## config.mk

```make
export PLATFORM = sky130hd
export DESIGN_NAME = pmcsr_top
export DESIGN_NICKNAME = d
export VERILOG_FILES = /design/src/hdl/pmcsr_pkg.sv /design/src/hdl/pmcsr_sync.sv /design/src/hdl/pmcsr_top.sv
export SDC_FILE = /design/constraint.sdc
export NUM_CORES = 1
export LEC_CHECK = 0
export BUFFER_PORTS_ARGS = -buffer_cell sky130_fd_sc_hd__buf_2
export CORE_MARGIN = 2
export CORE_UTILIZATION = 40
export DETAILED_ROUTE_END_ITERATION = 10
export PLACE_DENSITY = 0.77
export SYNTH_ARGS = -nofsm -noshare
export SYNTH_HDL_FRONTEND = slang
export SYNTH_SLANG_ARGS = --single-unit
```

## constraint.sdc

```tcl
create_clock -name ref_clk -period 2.31 [get_ports ref_clk]
set_clock_uncertainty 0.15 [all_clocks]
set_input_delay 0.3465 -clock ref_clk [delete_from_list [all_inputs] [get_ports ref_clk]]
set_output_delay 0.3465 -clock ref_clk [all_outputs]
set_load 0.02 [all_outputs]
```

## src/hdl/pmcsr_pkg.sv

```systemverilog
// package: constants and types of the power mode control/status registers
package pmcsr_pkg;

  // ----------------------------------------------------------------
  // register map
  // ----------------------------------------------------------------
  localparam logic [31:0] PMCSR_BASE_ADDR    = 32'h4000_7000;
  localparam logic [7:0]  PMCSR_CTL_OFFSET   = 8'h00;
  localparam logic [7:0]  PMCSR_CS_OFFSET    = 8'h04;
  localparam logic [31:0] PMCSR_CTL_RESET    = 32'h0000_4000;
  localparam logic [31:0] PMCSR_CS_RESET     = 32'h0000_0000;

  // ----------------------------------------------------------------
  // control register fields
  // ----------------------------------------------------------------
  localparam int PMCSR_BKP_WEN_BIT   = 8;
  localparam int PMCSR_THR_LSB       = 5;
  localparam int PMCSR_THR_MSB       = 7;
  localparam int PMCSR_DET_EN_BIT    = 4;
  localparam int PMCSR_STB_CLR_BIT   = 3;
  localparam int PMCSR_WUF_CLR_BIT   = 2;
  localparam int PMCSR_STB_SEL_BIT   = 1;
  localparam int PMCSR_REG_LP_BIT    = 0;
  // bit 14 is set in the reset value although it is reserved
  localparam int PMCSR_CTL_RSV14_BIT = 14;

  // ----------------------------------------------------------------
  // control and status register fields
  // ----------------------------------------------------------------
  localparam int PMCSR_WAKE_EN_BIT   = 8;
  localparam int PMCSR_DET_FLAG_BIT  = 2;
  localparam int PMCSR_STB_FLAG_BIT  = 1;
  localparam int PMCSR_WUF_BIT       = 0;

  // ----------------------------------------------------------------
  // bus access sizes
  // ----------------------------------------------------------------
  localparam logic [1:0] PMCSR_SIZE_BYTE = 2'h0;
  localparam logic [1:0] PMCSR_SIZE_HALF = 2'h1;
  localparam logic [1:0] PMCSR_SIZE_WORD = 2'h2;

  // ----------------------------------------------------------------
  // types
  // ----------------------------------------------------------------
  typedef struct packed {
    logic        sel;
    logic        write;
    logic [31:0] addr;
    logic [1:0]  size;
    logic [31:0] wdata;
  } pmcsr_bus_req_t;

  typedef struct packed {
    logic        ready;
    logic        error;
    logic [31:0] rdata;
  } pmcsr_bus_rsp_t;

  typedef struct packed {
    logic       backup_write_enable;
    logic [2:0] detector_threshold_sel;
    logic       detector_enable;
    logic       regulator_low_power;
    logic       enter_standby;
    logic       enter_deep_sleep;
    logic       core_reset;
  } pmcsr_power_ctl_t;

  typedef enum logic [2:0] {
    PMCSR_RUN   = 3'h1,
    PMCSR_DEEP  = 3'h2,
    PMCSR_STBY  = 3'h4
  } pmcsr_mode_t;

endpackage : pmcsr_pkg

```

## src/hdl/pmcsr_sync.sv

```systemverilog
// two-flop synchroniser for asynchronous level inputs
`timescale 1ns/10ps
module pmcsr_sync (
  // clock and control
  input  wire logic ref_clk,
  input  wire logic rst,
  input  wire logic ce,
  // level in and out
  input  wire logic d_async,
  output logic      q_sync
);
  logic meta_q;

  // first flop is read by the second only
  always_ff @(posedge ref_clk) begin
    if (rst) begin
      meta_q <= 1'b0;
      q_sync <= 1'b0;
    end else if (ce) begin
      meta_q <= d_async;
      q_sync <= meta_q;
    end
  end
endmodule : pmcsr_sync

```

## src/hdl/pmcsr_top.sv

```systemverilog
// power mode control/status registers with standby sequencing
`timescale 1ns/10ps

module pmcsr_top
  import pmcsr_pkg::*;
(
  // clock, reset, enable
  input  wire logic                       ref_clk,
  input  wire logic                       rst,
  input  wire logic                       ce,
  // register bus
  input  wire pmcsr_pkg::pmcsr_bus_req_t  bus_req,
  output pmcsr_pkg::pmcsr_bus_rsp_t       bus_rsp,
  // core and system events
  input  wire logic                       core_deep_sleep_state,
  input  wire logic                       core_wfi,
  input  wire logic                       deep_sleep_wake,
  input  wire logic                       rtc_alarm,
  input  wire logic                       ext_wake_reset,
  // analog and pin inputs
  input  wire logic                       low_voltage_detector,
  input  wire logic                       wake_pin,
  // power controls
  output pmcsr_pkg::pmcsr_power_ctl_t     power_ctl,
  output logic                            wake_pin_pulldown
);
  import pmcsr_pkg::*;

  // ----------------------------------------------------------------
  // decoding
  // ----------------------------------------------------------------
  // returns offset hit when the upper address matches the base
  function automatic logic addr_hit(input logic [31:0] a, input logic [7:0] off);
    addr_hit = (a[31:8] == PMCSR_BASE_ADDR[31:8]) && (a[7:0] == off);
  endfunction : addr_hit

  // half-word and word are the only sizes accepted; byte and size 3 are refused
  function automatic logic size_ok(input logic [1:0] s);
    size_ok = (s == PMCSR_SIZE_HALF) || (s == PMCSR_SIZE_WORD);
  endfunction : size_ok

  logic        wr_ok;
  logic        hit_ctl;
  logic        hit_cs;
  logic        wr_ctl;
  logic        wr_cs;
  logic [31:0] wd;
  logic        upper_half;

  assign hit_ctl    = addr_hit({bus_req.addr[31:2], 2'h0}, PMCSR_CTL_OFFSET);
  assign hit_cs     = addr_hit({bus_req.addr[31:2], 2'h0}, PMCSR_CS_OFFSET);
  assign wr_ok      = bus_req.sel && bus_req.write && size_ok(bus_req.size);
  assign upper_half = (bus_req.size == PMCSR_SIZE_HALF) && bus_req.addr[1];
  // half-word write to the upper lane touches only reserved bits
  assign wd         = upper_half ? 32'h0000_0000 : bus_req.wdata;
  assign wr_ctl     = ce && wr_ok && hit_ctl && !upper_half;
  assign wr_cs      = ce && wr_ok && hit_cs && !upper_half;

  // ----------------------------------------------------------------
  // synchronisers
  // ----------------------------------------------------------------
  logic det_s;
  logic pin_s;
  logic pin_prev_q;

  pmcsr_sync u_sync_det (
    .ref_clk (ref_clk),
    .rst     (rst),
    .ce      (ce),
    .d_async (low_voltage_detector),
    .q_sync  (det_s)
  );

  pmcsr_sync u_sync_pin (
    .ref_clk (ref_clk),
    .rst     (rst),
    .ce      (ce),
    .d_async (wake_pin),
    .q_sync  (pin_s)
  );

  // ----------------------------------------------------------------
  // power mode sequencer
  // ----------------------------------------------------------------
  pmcsr_mode_t mode_q;
  logic        wake_en_q;
  logic        wake_event;
  logic        stby_exit;

  // enable edge while pin high counts like a rising edge
  logic wake_en_prev_q;
  assign wake_event = wake_en_q && pin_s && (!pin_prev_q || !wake_en_prev_q);
  assign stby_exit  = (mode_q == PMCSR_STBY) &&
                      (wake_event || rtc_alarm || ext_wake_reset);

  always_ff @(posedge ref_clk) begin
    if (rst) begin
      pin_prev_q     <= 1'b0;
      wake_en_prev_q <= 1'b0;
    end else if (ce) begin
      pin_prev_q     <= pin_s;
      wake_en_prev_q <= wake_en_q;
    end
  end

  // ----------------------------------------------------------------
  // control register
  // ----------------------------------------------------------------
  logic       bkp_wen_q;
  logic [2:0] thr_q;
  logic       det_en_q;
  logic       stb_sel_q;
  logic       reg_lp_q;

  // standby loses the core domain, so control reloads its reset value
  always_ff @(posedge ref_clk) begin
    if (rst) begin
      bkp_wen_q <= PMCSR_CTL_RESET[PMCSR_BKP_WEN_BIT];
      thr_q     <= PMCSR_CTL_RESET[PMCSR_THR_MSB:PMCSR_THR_LSB];
      det_en_q  <= PMCSR_CTL_RESET[PMCSR_DET_EN_BIT];
      stb_sel_q <= PMCSR_CTL_RESET[PMCSR_STB_SEL_BIT];
      reg_lp_q  <= PMCSR_CTL_RESET[PMCSR_REG_LP_BIT];
    end else if (ce) begin
      if (stby_exit) begin
        bkp_wen_q <= PMCSR_CTL_RESET[PMCSR_BKP_WEN_BIT];
        thr_q     <= PMCSR_CTL_RESET[PMCSR_THR_MSB:PMCSR_THR_LSB];
        det_en_q  <= PMCSR_CTL_RESET[PMCSR_DET_EN_BIT];
        stb_sel_q <= PMCSR_CTL_RESET[PMCSR_STB_SEL_BIT];
        reg_lp_q  <= PMCSR_CTL_RESET[PMCSR_REG_LP_BIT];
      end else if (wr_ctl) begin
        bkp_wen_q <= wd[PMCSR_BKP_WEN_BIT];
        thr_q     <= wd[PMCSR_THR_MSB:PMCSR_THR_LSB];
        det_en_q  <= wd[PMCSR_DET_EN_BIT];
        stb_sel_q <= wd[PMCSR_STB_SEL_BIT];
        reg_lp_q  <= wd[PMCSR_REG_LP_BIT];
      end
    end
  end

  // ----------------------------------------------------------------
  // mode transitions
  // ----------------------------------------------------------------
  always_ff @(posedge ref_clk) begin
    if (rst) begin
      mode_q <= PMCSR_RUN;
    end else if (ce) begin
      case (mode_q)
        PMCSR_RUN: begin
          if (core_deep_sleep_state && core_wfi) begin
            mode_q <= stb_sel_q ? PMCSR_STBY : PMCSR_DEEP;
          end
        end
        PMCSR_DEEP: begin
          if (deep_sleep_wake) begin
            mode_q <= PMCSR_RUN;
          end
        end
        PMCSR_STBY: begin
          if (stby_exit) begin
            mode_q <= PMCSR_RUN;
          end
        end
        default: mode_q <= PMCSR_RUN;
      endcase
    end
  end

  // ----------------------------------------------------------------
  // control and status register
  // ----------------------------------------------------------------
  logic stb_flag_q;
  logic wuf_q;
  logic det_flag_q;
  logic det_active;

  assign det_active = det_en_q && (mode_q != PMCSR_STBY);

  // not touched by standby exit, only by rst and bus writes
  always_ff @(posedge ref_clk) begin
    if (rst) begin
      wake_en_q <= PMCSR_CS_RESET[PMCSR_WAKE_EN_BIT];
    end else if (ce && wr_cs) begin
      wake_en_q <= wd[PMCSR_WAKE_EN_BIT];
    end
  end

  // set wins over a clear in the same cycle
  always_ff @(posedge ref_clk) begin
    if (rst) begin
      stb_flag_q <= PMCSR_CS_RESET[PMCSR_STB_FLAG_BIT];
    end else if (ce) begin
      if (mode_q == PMCSR_STBY) begin
        stb_flag_q <= 1'b1;
      end else if (wr_ctl && wd[PMCSR_STB_CLR_BIT]) begin
        stb_flag_q <= 1'b0;
      end
    end
  end

  always_ff @(posedge ref_clk) begin
    if (rst) begin
      wuf_q <= PMCSR_CS_RESET[PMCSR_WUF_BIT];
    end else if (ce) begin
      if (wake_event || rtc_alarm) begin
        wuf_q <= 1'b1;
      end else if (wr_ctl && wd[PMCSR_WUF_CLR_BIT]) begin
        wuf_q <= 1'b0;
      end
    end
  end

  // comparator output is only meaningful while the detector runs
  always_ff @(posedge ref_clk) begin
    if (rst) begin
      det_flag_q <= PMCSR_CS_RESET[PMCSR_DET_FLAG_BIT];
    end else if (ce) begin
      det_flag_q <= det_active && det_s;
    end
  end

  // ----------------------------------------------------------------
  // read path
  // ----------------------------------------------------------------
  logic [31:0] ctl_rd;
  logic [31:0] cs_rd;
  logic [31:0] rd_word;

  always_comb begin
    ctl_rd = 32'h0000_0000;
    ctl_rd[PMCSR_CTL_RSV14_BIT]          = PMCSR_CTL_RESET[PMCSR_CTL_RSV14_BIT];
    ctl_rd[PMCSR_BKP_WEN_BIT]            = bkp_wen_q;
    ctl_rd[PMCSR_THR_MSB:PMCSR_THR_LSB]  = thr_q;
    ctl_rd[PMCSR_DET_EN_BIT]             = det_en_q;
    ctl_rd[PMCSR_STB_CLR_BIT]            = 1'b0;
    ctl_rd[PMCSR_WUF_CLR_BIT]            = 1'b0;
    ctl_rd[PMCSR_STB_SEL_BIT]            = stb_sel_q;
    ctl_rd[PMCSR_REG_LP_BIT]             = reg_lp_q;
    cs_rd = 32'h0000_0000;
    cs_rd[PMCSR_WAKE_EN_BIT]             = wake_en_q;
    cs_rd[PMCSR_DET_FLAG_BIT]            = det_flag_q;
    cs_rd[PMCSR_STB_FLAG_BIT]            = stb_flag_q;
    cs_rd[PMCSR_WUF_BIT]                 = wuf_q;
    rd_word = hit_ctl ? ctl_rd : (hit_cs ? cs_rd : 32'h0000_0000);
    // upper half-word is returned in the low lane
    if (upper_half) begin
      rd_word = {16'h0000, rd_word[31:16]};
    end
  end

  // one-cycle answer; unmapped or byte access answers with error
  always_ff @(posedge ref_clk) begin
    if (rst) begin
      bus_rsp <= '0;
    end else if (ce) begin
      bus_rsp.ready <= bus_req.sel;
      bus_rsp.error <= bus_req.sel && !(size_ok(bus_req.size) && (hit_ctl || hit_cs));
      bus_rsp.rdata <= (bus_req.sel && !bus_req.write && size_ok(bus_req.size)) ?
                       rd_word : 32'h0000_0000;
    end
  end

  // ----------------------------------------------------------------
  // power control outputs
  // ----------------------------------------------------------------
  always_ff @(posedge ref_clk) begin
    if (rst) begin
      power_ctl         <= '0;
      wake_pin_pulldown <= 1'b0;
    end else if (ce) begin
      power_ctl.backup_write_enable    <= bkp_wen_q;
      power_ctl.detector_threshold_sel <= thr_q;
      power_ctl.detector_enable        <= det_active;
      power_ctl.regulator_low_power    <= reg_lp_q && (mode_q == PMCSR_DEEP);
      power_ctl.enter_standby          <= (mode_q == PMCSR_STBY);
      power_ctl.enter_deep_sleep       <= (mode_q == PMCSR_DEEP);
      power_ctl.core_reset             <= stby_exit;
      wake_pin_pulldown                <= wake_en_q;
    end
  end

endmodule : pmcsr_top

```

==> impl_metrics.py <==
metrics = {
    "setup_path": {
        "r2r-start": "wake_pin_pulldown",
        "cp-end-kind": "flip-flop",
        "crit_required_ns": 2.39,
        "startpoint": "bus_req[32]",
        "ff2ff_setup_slack_ns": 0.33,
        "critical_path_class": "in2reg",
        "critPathLaunchType": "input pin",
        "crit_arrival_ns": 2.15,
        "path_max_fanout": 6,
    },
    "placement": {
        "dpl_cell_area_sq_um": 2290,
        "portBuffers": 74,
        "hpwl_um": 3430,
        "place.gp.congestion": 0.809,
    },
    "detailed_routing": {
        "avgViaCountPerCell": 5.06,
        "vias": 1735,
        "drt-initial-drc-count": 56,
        "firstDrtPassIters": 4,
        "wirelength_um": 4470,
        "drc": 0,
        "routedWlPerCell_um": 13.0,
        "ant_nets": 0,
    },
    "clock_network": {
        "cts_setup_buffers": 0,
        "cts_tree": "done",
        "h-tree-depth": 2,
        "cts.clk_slew.worst_paths_ns": 0.07,
        "cts-hold-fix-buffers": 0,
        "cts_resized": 0,
        "clockBufferDepth": 2,
        "cts_root_buf": "clkbuf_8",
        "numClockSinks": 40,
        "clk_latency_ns": 0.29,
        "cts_buffers": 5,
    },
    "logic_synthesis": {
        "synth_top_area_cell": "dfxtp_1",
        "synth_xor_area_share_pct": 0,
        "synth_fa_ha_area_share_pct": 0.653,
        "synth.cell_area_sq_um": 1920,
        "syn_inst": 209,
        "synth_ff_type": "dfxtp_1",
        "synth_top_family_by_area": "simple AND/OR/NAND/NOR gates",
        "synth_compound_area_share_pct": 14.7,
        "ys_ff_latch": 40,
        "synth_mux_area_share_pct": 8.03,
        "ys_async_sr_fraction_pct": 0,
        "synth_area_leaders": "dfxtp_1 42%, buf_4 9.4%, mux2i_1 6.3%",
        "synth-edff-count": 0,
        "ys_seq_area_share_pct": 41.8,
        "syn_avg_cell_area_sq_um": 9.17,
        "synth_cell_types": 41,
        "synthSimpleGateAreaFrac_pct": 21.7,
        "ys_warn_count": 0,
        "synth_top_area_share_pct": 41.8,
    },
    "min_path": {
        "min_from": "bus_req[8]",
        "min_path_type": "in2reg",
    },
    "pwr": {
        "peakVddDrop_mv": 0.391,
        "powerDensity_nw_per_um2": 558,
        "leakagePower_nw": 1.10,
    },
    "sta": {
        "drv_slew": 0,
        "holdWs_ns": 0.127,
        "fin_crit_ns": 2.07,
        "max_freq_mhz": 484,
        "finalSetupViolations": 0,
        "rsz0062_at_grt": "false",
        "worstMarginPinSlew_ns": 0.552,
        "post-route-period-util_pct": 89.5,
        "hold_viol": 0,
        "maxSlewHeadroom_pct": 63.1,
    },
    "global_route": {
        "antenna_found_initial": 0,
        "grtUsageTotal_pct": 17.5,
        "grt_max_degree": 33,
        "grt_pass1_wl_um": 7210,
        "grt-ovfl-total": 0,
        "grt_pass1_vias": 1594,
    },
    "die": {
        "io_pins": 122,
        "die_w_um": 73.2,
        "core_sq_um": 4660,
        "rows": 25,
        "die_y_um": 73.2,
        "die-area_sq_um": 5360,
        "initial_core_util_pct": 41.1,
    },
    "layout": {
        "fin_util_pct": 50.8,
        "antenna_cells": 0,
        "fin_nets": 368,
        "final_common_cell": "buf_2",
        "area_delta_synth_final_pct": 23.5,
        "final_area_sq_um": 2370,
        "drive_gt1_share_pct": 35.3,
        "mostFrequentLayoutCells": "74 x buf_2, 40 x dfxtp_1, 23 x conb_1, 21 x nand2_1, 18 x nor2_1",
    },
    "flow_run": {
        "drv_cap": 0,
    },
    "outcome": {
        "status": "completed",
    },
}
## area by class of cell
| class | instances | area [sq um] |
|---|---|---|
| Clock buffer | 6 | 72.6 |
| Tap cell | 54 | 67.6 |
| Multi-Input combinational cell | 149 | 950 |
| Timing Repair Buffer | 82 | 430 |
| Sequential cell | 40 | 801 |
| Inverter | 11 | 41.3 |
| Clock inverter | 1 | 5.00 |
| Fill cell | 449 | 2290 |
## report_power, final
| group | leakage (nW) | switching (mW) | internal, mW | total (mW) |
|---|---|---|---|---|
| Combinational | 0.735 | 0.107 | 0.0654 | 0.172 |
| Clock | 0.0410 | 0.232 | 0.205 | 0.438 |
| Sequential | 0.324 | 0.00997 | 0.701 | 0.711 |
| Total | 1.10 | 0.349 | 0.972 | 1.32 |
## cells by family after synthesis
kind of cell | Yosys count
flops | 40
fa+ha+maj | 1
buf+inv | 42
mux | 15
compound gates | 39
simple gates | 71
other cells | 1
## metrics by stage
stage          setup slack (ns)  std cells  power, mW  setup TNS (ns)
2_1_floorplan             0.211        231      0.859               0
3_3_place_gp             0.0476        336      0.895               0
3_5_place_dp            -0.0909        336      0.898          -0.667
4_1_cts                   0.217        343       1.33               0
5_1_grt                   0.129        343       1.39               0
6_report                  0.244        343       1.32               0
## layer usage
metal / global-route usage (%) / vias up / wire length [um]
li1: - / 864 / -
met3: 4.97 / 8 / 306
met4: 6.38 / 0 / 85
met1: 21.0 / 788 / 1930
met2: 29.5 / 75 / 2150
met5: 0 / - / 0
## registers in the layout (all words and copies together) (netlist names), 3 cells and up
register,cells
bus_rsp,11
power_ctl,9
mode_q,3
thr_q,3
## cells in the mapped netlist, drive strengths merged (2+ instances only)
master / number
nor3: 3
nand2: 21
o21ai: 5
nor2: 18
mux2: 3
nor4: 5
clkbuf: 6
dfxtp: 40
o32ai: 4
or4: 3
and4bb: 2
nand4: 3
inv: 11
nor3b: 3
a21oi: 13
nor4b: 2
buf: 25
mux2i: 12
nand3: 8
a31oi: 2
a32o: 6
## final timing paths
kind | to | depth (start not counted)
worst max register to register | bkp_wen_q | 5
worst max-delay path | thr_q[0] | 8
worst min-delay path | bkp_wen_q | 2
worst min register to register | bus_rsp[2] | 2
## worst max-delay path, cell delays in order
cell and delay [ns]:
buf_2 0.10, ha_1 0.28, nor4_1 0.32, nand3_1 0.17, or2_4 0.29, nor4_4 0.28
buf_4 0.20, a32o_1 0.17
No activity file was read; power rests on OpenSTA's default activity.
